## src/hw/phy_test_pkg.sv

```systemverilog
package phy_test_pkg;
    // Phys behind this port and their index width
    localparam int NUM_PHY = 2;
    localparam int PHY_W = 1;
    localparam int PAGE_BYTES = 32;
    localparam int CNT_W = 16;

    // Page codes and header values
    localparam logic [7:0] PG_SUPPORTED = 8'h00;
    localparam logic [7:0] PG_PHY_TEST = 8'h3F;
    localparam logic [3:0] PROTO_SAS = 4'h6;
    localparam logic [15:0] PLEN_SUPPORTED = 16'h0000;
    localparam logic [15:0] PLEN_PHY_TEST = 16'h001C;
    localparam logic [15:0] HDR_BYTES = 16'h0004;

    // Byte positions within a page
    localparam int B_CODE = 0;
    localparam int B_PROTO = 1;
    localparam int B_LEN_HI = 2;
    localparam int B_LEN_LO = 3;
    localparam int B_PHY = 4;
    localparam int B_FUNC = 5;
    localparam int B_PAT = 6;
    localparam int B_MODE = 7;
    localparam int B_RSV_A_LO = 8;
    localparam int B_RSV_A_HI = 10;
    localparam int B_CTRL = 11;
    localparam int B_DW = 12;
    localparam int DW_BYTES = 8;
    localparam int B_RSV_B_LO = 20;
    localparam int B_RSV_B_HI = 31;

    // Fields of the mode byte
    localparam int SATA_BIT = 6;
    localparam int SSC_HI = 5;
    localparam int SSC_LO = 4;
    localparam int RATE_HI = 3;

    // Test functions
    localparam logic [7:0] FN_STOP = 8'h00;
    localparam logic [7:0] FN_START = 8'h01;

    // Pattern codes
    localparam logic [7:0] PAT_JTPAT = 8'h01;
    localparam logic [7:0] PAT_CJTPAT = 8'h02;
    localparam logic [7:0] PAT_TRAIN = 8'h10;
    localparam logic [7:0] PAT_TRAIN_DONE = 8'h11;
    localparam logic [7:0] PAT_IDLE = 8'h12;
    localparam logic [7:0] PAT_SCRAMBLE_0 = 8'h13;
    localparam logic [7:0] PAT_TWO_DWORDS = 8'h40;
    localparam logic [7:0] PAT_PRBS7 = 8'hF0;

    // Link rates
    localparam logic [3:0] RATE_1G5 = 4'h8;
    localparam logic [3:0] RATE_3G0 = 4'h9;
    localparam logic [3:0] RATE_6G0 = 4'hA;
    localparam logic [3:0] RATE_12G = 4'hB;

    // Spread-spectrum codes
    localparam logic [1:0] SSC_NONE = 2'h0;
    localparam logic [1:0] SSC_DOWN = 2'h2;

    // Dword character control
    localparam logic [7:0] CTRL_NONE = 8'h00;
    localparam logic [7:0] CTRL_FIFTH = 8'h08;
    localparam logic [7:0] CTRL_FIRST = 8'h80;
    localparam logic [7:0] CTRL_BOTH = 8'h88;
    localparam int CTRL_FIRST_BIT = 7;
    localparam int CTRL_FIFTH_BIT = 3;
    localparam int K_FIRST_IDX = 0;
    localparam int K_FIFTH_IDX = 4;

    // Register map, byte addresses
    localparam int ADDR_W = 8;
    localparam logic [7:0] A_STATUS = 8'h00;
    localparam logic [7:0] A_MASK = 8'h04;
    localparam logic [7:0] A_PRESENT = 8'h08;
    localparam logic [7:0] A_ACTIVE = 8'h0C;
    localparam logic [7:0] A_RESULT = 8'h10;

    // Event bits of status and mask
    localparam int NUM_EV = 5;
    localparam int EV_ACCEPT = 0;
    localparam int EV_REJECT = 1;
    localparam int EV_START = 2;
    localparam int EV_STOP = 3;
    localparam int EV_ARMED = 4;

    // Reset values
    localparam logic [4:0] MASK_RST = 5'h00;
    localparam logic [1:0] PRESENT_RST = 2'h3;

    typedef enum logic [1:0] {
        RES_GOOD,
        RES_BAD_FIELD,
        RES_BAD_LENGTH
    } result_type;
endpackage

```

## src/hw/page_byte_capture.sv

```systemverilog
module page_byte_capture
    import phy_test_pkg::*;
(
    input wire logic mclk,                                     // Core clock
    input wire logic srst,                                     // Synchronous reset
    input wire logic start,                                    // New command, clears the buffer
    input wire logic byte_valid,                               // Page byte present
    input wire logic [7:0] byte_data,                          // Page byte
    input wire logic byte_last,                                // Final page byte
    output logic [PAGE_BYTES-1:0][7:0] page,                   // Captured page bytes
    output logic [CNT_W-1:0] count,                            // Bytes received
    output logic done                                          // Pulse after the last byte
);
    logic [PAGE_BYTES-1:0][7:0] page_r;
    logic [CNT_W-1:0] count_r;
    logic done_r;

    assign page = page_r;
    assign count = count_r;
    assign done = done_r;

    // Bytes past the page size are counted but dropped; the length check rejects them
    genvar i;
    generate
        for (i = 0; i < PAGE_BYTES; i++) begin : g_byte
            always_ff @(posedge mclk) begin
                if (srst || start) begin
                    page_r[i] <= 8'h00;
                end else if (byte_valid && count_r == CNT_W'(i)) begin
                    page_r[i] <= byte_data;
                end
            end
        end
    endgenerate

    always_ff @(posedge mclk) begin
        if (srst || start) begin
            count_r <= '0;
        end else if (byte_valid && count_r != '1) begin
            count_r <= count_r + 1'b1;
        end
    end

    always_ff @(posedge mclk) begin
        if (srst) begin
            done_r <= 1'b0;
        end else begin
            done_r <= byte_valid && byte_last && !start;
        end
    end
endmodule

```

## src/hw/phy_test_pattern_control.sv

```systemverilog
module phy_test_pattern_control
    import phy_test_pkg::*;
(
    input wire logic mclk,                                     // Core clock, 50 MHz
    input wire logic srst,                                     // Synchronous reset
    input wire logic [ADDR_W-1:0] avs_address,                 // Register byte address
    input wire logic avs_read,                                 // Register read
    input wire logic avs_write,                                // Register write
    input wire logic [31:0] avs_writedata,                     // Register write data
    output logic [31:0] avs_readdata,                          // Register read data
    output logic avs_waitrequest,                              // Stall until answered
    output logic irq,                                          // Unmasked event pending
    input wire logic cmd_start,                                // Send-diagnostic data phase begins
    input wire logic [15:0] cmd_param_len,                     // Parameter list length
    input wire logic byte_valid,                               // Page byte present
    input wire logic [7:0] byte_data,                          // Page byte
    input wire logic byte_last,                                // Final page byte
    output logic cmd_done,                                     // Verdict pulse
    output logic cmd_check,                                    // Check condition with cmd_done
    output logic [1:0] cmd_result,                             // Reason, a result_type code
    input wire logic rcv_diag,                                 // Receive-diagnostics command seen
    output logic list_armed,                                   // Supported-page list to be returned
    output logic [NUM_PHY-1:0] test_active,                    // Phy sending a test pattern
    output logic [NUM_PHY-1:0] link_reset,                     // Link reset request pulse
    output logic [NUM_PHY-1:0][7:0] tx_pattern,                // Pattern code per phy
    output logic [NUM_PHY-1:0][3:0] tx_rate,                   // Link rate code per phy
    output logic [NUM_PHY-1:0][1:0] tx_ssc,                    // Spread-spectrum select per phy
    output logic [NUM_PHY-1:0][63:0] tx_dwords,                // Two pattern dwords, first byte low
    output logic [NUM_PHY-1:0][7:0] tx_kchar                   // Bit i marks dword byte i as control
);
    import phy_test_pkg::*;

    logic [PAGE_BYTES-1:0][7:0] page;
    logic [CNT_W-1:0] rx_count;
    logic rx_done;
    logic [15:0] param_len_r;

    page_byte_capture u_capture (
        .mclk(mclk),
        .srst(srst),
        .start(cmd_start),
        .byte_valid(byte_valid),
        .byte_data(byte_data),
        .byte_last(byte_last),
        .page(page),
        .count(rx_count),
        .done(rx_done)
    );

    always_ff @(posedge mclk) begin
        if (srst) begin
            param_len_r <= 16'h0000;
        end else if (cmd_start) begin
            param_len_r <= cmd_param_len;
        end
    end

    // Field decode
    logic [7:0] pg_code;
    logic [15:0] pg_len;
    logic [7:0] func;
    logic [7:0] pat;
    logic [3:0] rate;
    logic [1:0] ssc;
    logic sata;
    logic [7:0] ctrl;
    logic [PHY_W-1:0] phy_sel;
    logic [7:0] kmask;

    assign pg_code = page[B_CODE];
    assign pg_len = {page[B_LEN_HI], page[B_LEN_LO]};
    assign func = page[B_FUNC];
    assign pat = page[B_PAT];
    assign rate = page[B_MODE][RATE_HI:0];
    assign ssc = page[B_MODE][SSC_HI:SSC_LO];
    assign sata = page[B_MODE][SATA_BIT];
    assign ctrl = page[B_CTRL];
    assign phy_sel = page[B_PHY][PHY_W-1:0];

    // Control-character map; index 0 is the first dword byte
    always_comb begin
        kmask = 8'h00;
        kmask[K_FIRST_IDX] = ctrl[CTRL_FIRST_BIT];
        kmask[K_FIFTH_IDX] = ctrl[CTRL_FIFTH_BIT];
    end

    // Verdict, computed from the whole page before anything moves
    logic len_ok;
    logic hdr_ok;
    logic phy_ok;
    logic func_ok;
    logic pat_ok;
    logic rate_ok;
    logic ssc_ok;
    logic ctrl_ok;
    logic rsv_ok;
    logic is_list;
    logic is_test;
    result_type verdict;
    logic [NUM_PHY-1:0] present_r;

    always_comb begin
        is_list = pg_code == PG_SUPPORTED;
        is_test = pg_code == PG_PHY_TEST;
        len_ok = 1'b0;
        if (is_list) begin
            len_ok = pg_len == PLEN_SUPPORTED && param_len_r == PLEN_SUPPORTED + HDR_BYTES;
        end else if (is_test) begin
            len_ok = pg_len == PLEN_PHY_TEST && param_len_r == PLEN_PHY_TEST + HDR_BYTES;
        end
        len_ok = len_ok && rx_count == param_len_r;
        hdr_ok = page[B_PROTO][3:0] == PROTO_SAS;
        phy_ok = page[B_PHY] < 8'(NUM_PHY) && present_r[phy_sel];
        func_ok = func == FN_STOP || func == FN_START;
        unique case (pat)
            PAT_JTPAT, PAT_CJTPAT, PAT_TRAIN, PAT_TRAIN_DONE,
            PAT_IDLE, PAT_SCRAMBLE_0, PAT_TWO_DWORDS, PAT_PRBS7: pat_ok = 1'b1;
            default: pat_ok = 1'b0;
        endcase
        rate_ok = rate >= RATE_1G5 && rate <= RATE_12G;
        ssc_ok = ssc == SSC_NONE || ssc == SSC_DOWN;
        unique case (ctrl)
            CTRL_NONE, CTRL_FIFTH, CTRL_FIRST, CTRL_BOTH: ctrl_ok = 1'b1;
            default: ctrl_ok = 1'b0;
        endcase
        rsv_ok = 1'b1;
        for (int b = B_RSV_A_LO; b <= B_RSV_A_HI; b++) begin
            rsv_ok = rsv_ok && page[b] == 8'h00;
        end
        for (int b = B_RSV_B_LO; b <= B_RSV_B_HI; b++) begin
            rsv_ok = rsv_ok && page[b] == 8'h00;
        end
        if (!len_ok) begin
            verdict = RES_BAD_LENGTH;
        end else if (is_list) begin
            verdict = RES_GOOD;
        end else if (!hdr_ok || !phy_ok || !func_ok || !rsv_ok) begin
            verdict = RES_BAD_FIELD;
        end else if (func == FN_START && (!pat_ok || !rate_ok || sata || !ssc_ok || !ctrl_ok)) begin
            verdict = RES_BAD_FIELD;
        end else begin
            verdict = RES_GOOD;
        end
    end

    // Stage the verdict; phys only move one cycle later, off the staged copy
    logic apply_r;
    result_type verdict_r;
    logic list_r;
    logic start_r;
    logic stop_r;
    logic [PHY_W-1:0] sel_r;

    always_ff @(posedge mclk) begin
        if (srst) begin
            apply_r <= 1'b0;
            verdict_r <= RES_GOOD;
            list_r <= 1'b0;
            start_r <= 1'b0;
            stop_r <= 1'b0;
            sel_r <= '0;
        end else begin
            apply_r <= rx_done;
            if (rx_done) begin
                verdict_r <= verdict;
                list_r <= is_list;
                start_r <= is_test && func == FN_START;
                stop_r <= is_test && func == FN_STOP;
                sel_r <= phy_sel;
            end
        end
    end

    logic accept;
    assign accept = apply_r && verdict_r == RES_GOOD;

    always_ff @(posedge mclk) begin
        if (srst) begin
            cmd_done <= 1'b0;
            cmd_check <= 1'b0;
            cmd_result <= 2'h0;
        end else begin
            cmd_done <= apply_r;
            cmd_check <= apply_r && verdict_r != RES_GOOD;
            if (apply_r) begin
                cmd_result <= verdict_r;
            end
        end
    end

    // Armed until the next receive-diagnostics command; a new arm wins
    always_ff @(posedge mclk) begin
        if (srst) begin
            list_armed <= 1'b0;
        end else if (accept && list_r) begin
            list_armed <= 1'b1;
        end else if (rcv_diag) begin
            list_armed <= 1'b0;
        end
    end

    // Per-phy test state; page fields still hold the accepted page here
    logic [NUM_PHY-1:0] started;
    logic [NUM_PHY-1:0] stopped;

    genvar p;
    generate
        for (p = 0; p < NUM_PHY; p++) begin : g_phy
            logic hit;
            assign hit = accept && sel_r == PHY_W'(p);
            assign started[p] = hit && start_r && !test_active[p];
            assign stopped[p] = hit && stop_r && test_active[p];

            always_ff @(posedge mclk) begin
                if (srst) begin
                    test_active[p] <= 1'b0;
                    link_reset[p] <= 1'b0;
                end else begin
                    link_reset[p] <= stopped[p];
                    if (started[p]) begin
                        test_active[p] <= 1'b1;
                    end else if (stopped[p]) begin
                        test_active[p] <= 1'b0;
                    end
                end
            end

            // A running phy keeps its settings; a second start is ignored
            always_ff @(posedge mclk) begin
                if (srst) begin
                    tx_pattern[p] <= 8'h00;
                    tx_rate[p] <= 4'h0;
                    tx_ssc[p] <= 2'h0;
                    tx_dwords[p] <= 64'h0;
                    tx_kchar[p] <= 8'h00;
                end else if (started[p]) begin
                    tx_pattern[p] <= pat;
                    tx_rate[p] <= rate;
                    tx_ssc[p] <= ssc;
                    tx_dwords[p] <= page[B_DW +: DW_BYTES];
                    tx_kchar[p] <= kmask;
                end
            end
        end
    endgenerate

    // Events, status, mask and interrupt
    logic [NUM_EV-1:0] ev;
    logic [NUM_EV-1:0] status_r;
    logic [NUM_EV-1:0] mask_r;
    logic wr_go;
    logic rd_go;

    always_comb begin
        ev = '0;
        ev[EV_ACCEPT] = accept;
        ev[EV_REJECT] = apply_r && verdict_r != RES_GOOD;
        ev[EV_START] = |started;
        ev[EV_STOP] = |stopped;
        ev[EV_ARMED] = accept && list_r;
    end

    assign wr_go = avs_write && !avs_waitrequest;
    assign rd_go = avs_read && avs_waitrequest;

    // Set wins over a write-one clear in the same cycle
    always_ff @(posedge mclk) begin
        if (srst) begin
            status_r <= '0;
        end else if (wr_go && avs_address == A_STATUS) begin
            status_r <= (status_r & ~avs_writedata[NUM_EV-1:0]) | ev;
        end else begin
            status_r <= status_r | ev;
        end
    end

    always_ff @(posedge mclk) begin
        if (srst) begin
            mask_r <= MASK_RST;
            present_r <= PRESENT_RST;
        end else if (wr_go) begin
            if (avs_address == A_MASK) begin
                mask_r <= avs_writedata[NUM_EV-1:0];
            end
            if (avs_address == A_PRESENT) begin
                present_r <= avs_writedata[NUM_PHY-1:0];
            end
        end
    end

    always_ff @(posedge mclk) begin
        if (srst) begin
            irq <= 1'b0;
        end else begin
            irq <= |(status_r & mask_r);
        end
    end

    // One wait cycle per access: the answer edge is the second edge of the request
    always_ff @(posedge mclk) begin
        if (srst) begin
            avs_waitrequest <= 1'b1;
        end else begin
            avs_waitrequest <= !((avs_read || avs_write) && avs_waitrequest);
        end
    end

    always_ff @(posedge mclk) begin
        if (srst) begin
            avs_readdata <= 32'h0;
        end else if (rd_go) begin
            unique case (avs_address)
                A_STATUS: avs_readdata <= 32'(status_r);
                A_MASK: avs_readdata <= 32'(mask_r);
                A_PRESENT: avs_readdata <= 32'(present_r);
                A_ACTIVE: avs_readdata <= 32'(test_active);
                A_RESULT: avs_readdata <= 32'({list_armed, cmd_result});
                default: avs_readdata <= 32'h0;
            endcase
        end
    end
endmodule

```

## config.mk

```make
export PLATFORM = sky130hd
export DESIGN_NAME = phy_test_pattern_control
export DESIGN_NICKNAME = d
export VERILOG_FILES = /design/src/hw/phy_test_pkg.sv /design/src/hw/page_byte_capture.sv /design/src/hw/phy_test_pattern_control.sv
export SDC_FILE = /design/constraint.sdc
export NUM_CORES = 1
export LEC_CHECK = 0
export BUFFER_PORTS_ARGS = -buffer_cell sky130_fd_sc_hd__buf_2
export CAP_MARGIN = 10
export CORE_ASPECT_RATIO = 1.75
export CORE_UTILIZATION = 50
export DETAILED_ROUTE_END_ITERATION = 6
export GPL_ROUTABILITY_DRIVEN = 0
export PLACE_DENSITY = 0.72
export SLEW_MARGIN = 40
export SYNTH_ARGS = -nofsm -noshare
export SYNTH_HDL_FRONTEND = slang
export SYNTH_SLANG_ARGS = --single-unit
```

## constraint.sdc

```tcl
create_clock -name mclk -period 3.3 [get_ports mclk]
set_input_delay 0.825 -clock mclk [delete_from_list [all_inputs] [get_ports mclk]]
set_output_delay 0.825 -clock mclk [all_outputs]
set_load 0.02 [all_outputs]
```

==> flow_metrics.py <==
metrics = {
    "timing": {
        "max_freq_mhz": 351.5,
        "max_slew.worst_pin.slew_ns": 0.7774,
        "final_hold_viol_count": 0,
        "finalSetupViolations": 0,
        "period_needed_ns": 2.845,
        "skew_ns": 0.01417,
        "fin_crit_sh_pct": 86.21,
        "final_max_slew_viol_count": 0,
        "slew_headroom_pct": 47.79,
        "grt_setup_unrepaired": "false",
        "setup_tns_ns": 0,
    },
    "critical_path": {
        "cp_max_fo": 16,
        "arrival_ns": 3.25,
        "ff2ff_setup_slack_ns": 0.46,
        "r2r-end": "u_capture.page[102]",
        "critical_path_class": "flip-flop to flip-flop",
        "r2r-start": "u_capture.count[5]",
        "critPathRequiredTime_ns": 3.71,
        "reg2regPathDepth": 5,
        "worstSetupEndpointType": "flip-flop",
        "critPathLaunchType": "flip-flop",
    },
    "routing": {
        "drc": 0,
        "antenna_left": 0,
        "wl_mm": 46.21,
        "avgRoutedWirePerCell_microns": 17.22,
        "vias": 14980,
        "drtIter0Drc": 875,
        "vias_per_cell": 5.584,
        "drtPass1Iterations": 5,
    },
    "floorplan": {
        "die_w_microns": 144.9,
        "initial_core_util_pct": 50.76,
        "core_area_sq_um": 35180,
        "pin_count": 287,
        "rows": 91,
        "die_h_microns": 252.0,
        "die-area_sq_um": 36510,
    },
    "synthesis": {
        "ys_types": 59,
        "synth.cell_area_sq_um": 17860,
        "ys_ff_latch": 479,
        "seq_area_frac_synth_pct": 53.70,
        "async_reset_ff_share_pct": 0,
        "syn_inst": 2050,
        "ys.flop_type": "dfxtp_1",
        "avgSynthCellArea_sq_um": 8.711,
        "synth_edf_count": 0,
        "ys_warn_count": 0,
    },
    "clocking": {
        "cts_inserted_buffers": 41,
        "cts.repair.resized": 0,
        "holdBufCountCts": 0,
        "cts_setup_buffers": 0,
        "cts_tree": "built",
        "clk_pin_slew_ns": 0.07,
        "clock_latency_ns": 0.56,
        "cts.sink_count": 479,
        "clockBufferDepth": 3,
        "ctsRootBufferMaster": "clkbuf_16",
        "cts-htree-levels": 2,
    },
    "min_path": {
        "hold_start": "tx_dwords[12]",
        "holdPathStages": 2,
        "hold_path_end": "tx_dwords[12]",
        "hold_class": "flip-flop to flip-flop",
    },
    "pwr": {
        "power_leakage_uw": 0.007724,
        "ir_drop_mv": 0.3390,
        "p_switching_uw": 2448,
        "power_density_nw_per_um2": 561.1,
        "pwr-share-clk_pct": 46.5,
        "p_int_uw": 9119,
        "power_frac_seq_pct": 50.3,
        "combinationalPowerShare_pct": 3.2,
        "swShare_pct": 21.16,
    },
    "global_route": {
        "grt_max_degree": 183,
        "grt_pass1_vias": 14030,
        "overflow": 0,
        "grt_pass1_wl_mm": 72.09,
        "grt_use_total_pct": 25.07,
        "antenna_found_initial": 0,
    },
    "cells_and_area": {
        "final_nets": 2263,
        "fin_util_pct": 58.60,
        "finalNonFillerCells": 2683,
        "fillers": 3095,
        "mostFrequentLayoutCells": "479 x dfxtp_1, 356 x nand2_1, 267 x nand3_1, 253 x o21ai_0, 219 x buf_2",
        "drive_above_1_share_pct": 16.86,
        "multiInputGateArea_sq_um": 7333,
        "areaGrowthSynthToFinish_pct": 15.45,
        "antenna_cells": 0,
        "area.sequential_sq_um": 9589,
        "final_common_cell": "dfxtp_1",
    },
    "placement": {
        "hpwl_mm": 29.69,
        "dp_cells": 2608,
        "port_buffers": 220,
    },
    "outcome": {
        "status": "finished clean",
    },
    "flow_run": {
        "maxCapViolCount": 0,
    },
}
## critical path, stage by stage (launching register included)
cell     delay [ns]
dfxtp_1        0.38
or4_4          0.60
nor4_4         0.74
nand3_1        0.63
nand3_1        0.24
o21ai_0        0.10
## cell type report
cell class                 count  share of cell area (%)
sequential                   479                   46.51
clock buffer                  52                   5.674
tap                          465                   2.822
multi-input combinational   1396                   35.57
timing repair buffer         264                   7.634
inverter                       5                 0.09103
clock inverter                22                   1.699
## worst max-delay path by stage
stage / startpoint / to / slack, ns / cells past startpoint
6_report: u_capture.count[5] / u_capture.page[102] / 0.46 / 5
5_1_grt: u_capture.count[5] / u_capture.page[87] / 0.29 / 5
4_1_cts: u_capture.count[5] / u_capture.page[98] / 0.47 / 5
3_5_place_dp: u_capture.count[5] / u_capture.page[98] / 0.47 / 5
3_3_place_gp: u_capture.count[5] / u_capture.page[98] / 0.48 / 5
2_1_floorplan: avs_address[0] / mask_r[0] / 0.71 / 5
## through the flow
| stage | power [uW] | instance area [sq um] | setup WS [ns] | hold slack (ns) |
|---|---|---|---|---|
| final | 11570 | 20620 | 0.4550 | 0.4499 |
| after global routing | 11890 | 20620 | 0.2900 | 0.4665 |
| after CTS | 11630 | 20590 | 0.4656 | 0.4524 |
| after detailed placement | 6312 | 19070 | 0.4702 | 0.4431 |
| after global placement | 6306 | 19060 | 0.4847 | 0.4400 |
| after floorplan | 6220 | 18000 | 0.7112 | 0.4349 |
## flip-flops by register name (all words and copies together) (netlist names), 2 cells and up
register / count
u_capture.page: 251
tx_dwords: 128
param_len_r: 16
tx_pattern: 16
u_capture.count: 16
tx_rate: 8
avs_readdata: 5
mask_r: 5
status_r: 5
tx_kchar: 4
tx_ssc: 4
cmd_result: 2
link_reset: 2
present_r: 2
test_active: 2
verdict_r: 2
## kinds of logic after synthesis
group	synth area share, %
muxes	2.004
AOI/OAI and AO/OA	13.26
other	0.02100
xor gates and xnor gates	1.030
and+or+nand+nor	23.54
adders and majority gates	0.2803
DFF	53.70
buffers and inverters	6.165
## routing by layer
layer	wire length (microns)	up-vias	share of wire (%)	global-route usage [%]
li1	-	7309	-	-
met1	17420	7098	38	27.08
met2	24490	448	53	46.43
met3	2201	126	4.8	3.151
met4	2096	0	4.5	13.35
met5	0	-	0	0
## power groups by stage
stage,clock network (uW),registers (uW),logic [uW]
floorplan,0,5950,273
CTS,5450,5820,360
detailed placement,0,5950,359
global route,5680,5820,394
finish,5380,5820,366
global placement,0,5950,354
## synthesized netlist by cell type, types with 7 or more instances
cell | n | area [sq um]
a21oi_1 | 180 | 900.9
buf_1 | 28 | 105.1
buf_2 | 19 | 95.09
buf_4 | 39 | 292.8
buf_6 | 16 | 180.2
clkbuf_1 | 105 | 394.1
dfxtp_1 | 479 | 9589
mux2i_1 | 29 | 290.3
nand2_1 | 356 | 1336
nand3_1 | 267 | 1336
nand3_4 | 13 | 227.7
nand4_1 | 27 | 168.9
nor2_1 | 51 | 191.4
nor3_1 | 12 | 60.06
nor4_1 | 48 | 300.3
o21ai_0 | 253 | 1266
or3_1 | 7 | 43.79
or4_1 | 7 | 52.55
xnor2_1 | 14 | 122.6
xor2_1 | 7 | 61.31
Power figures use the tool's default switching activity.
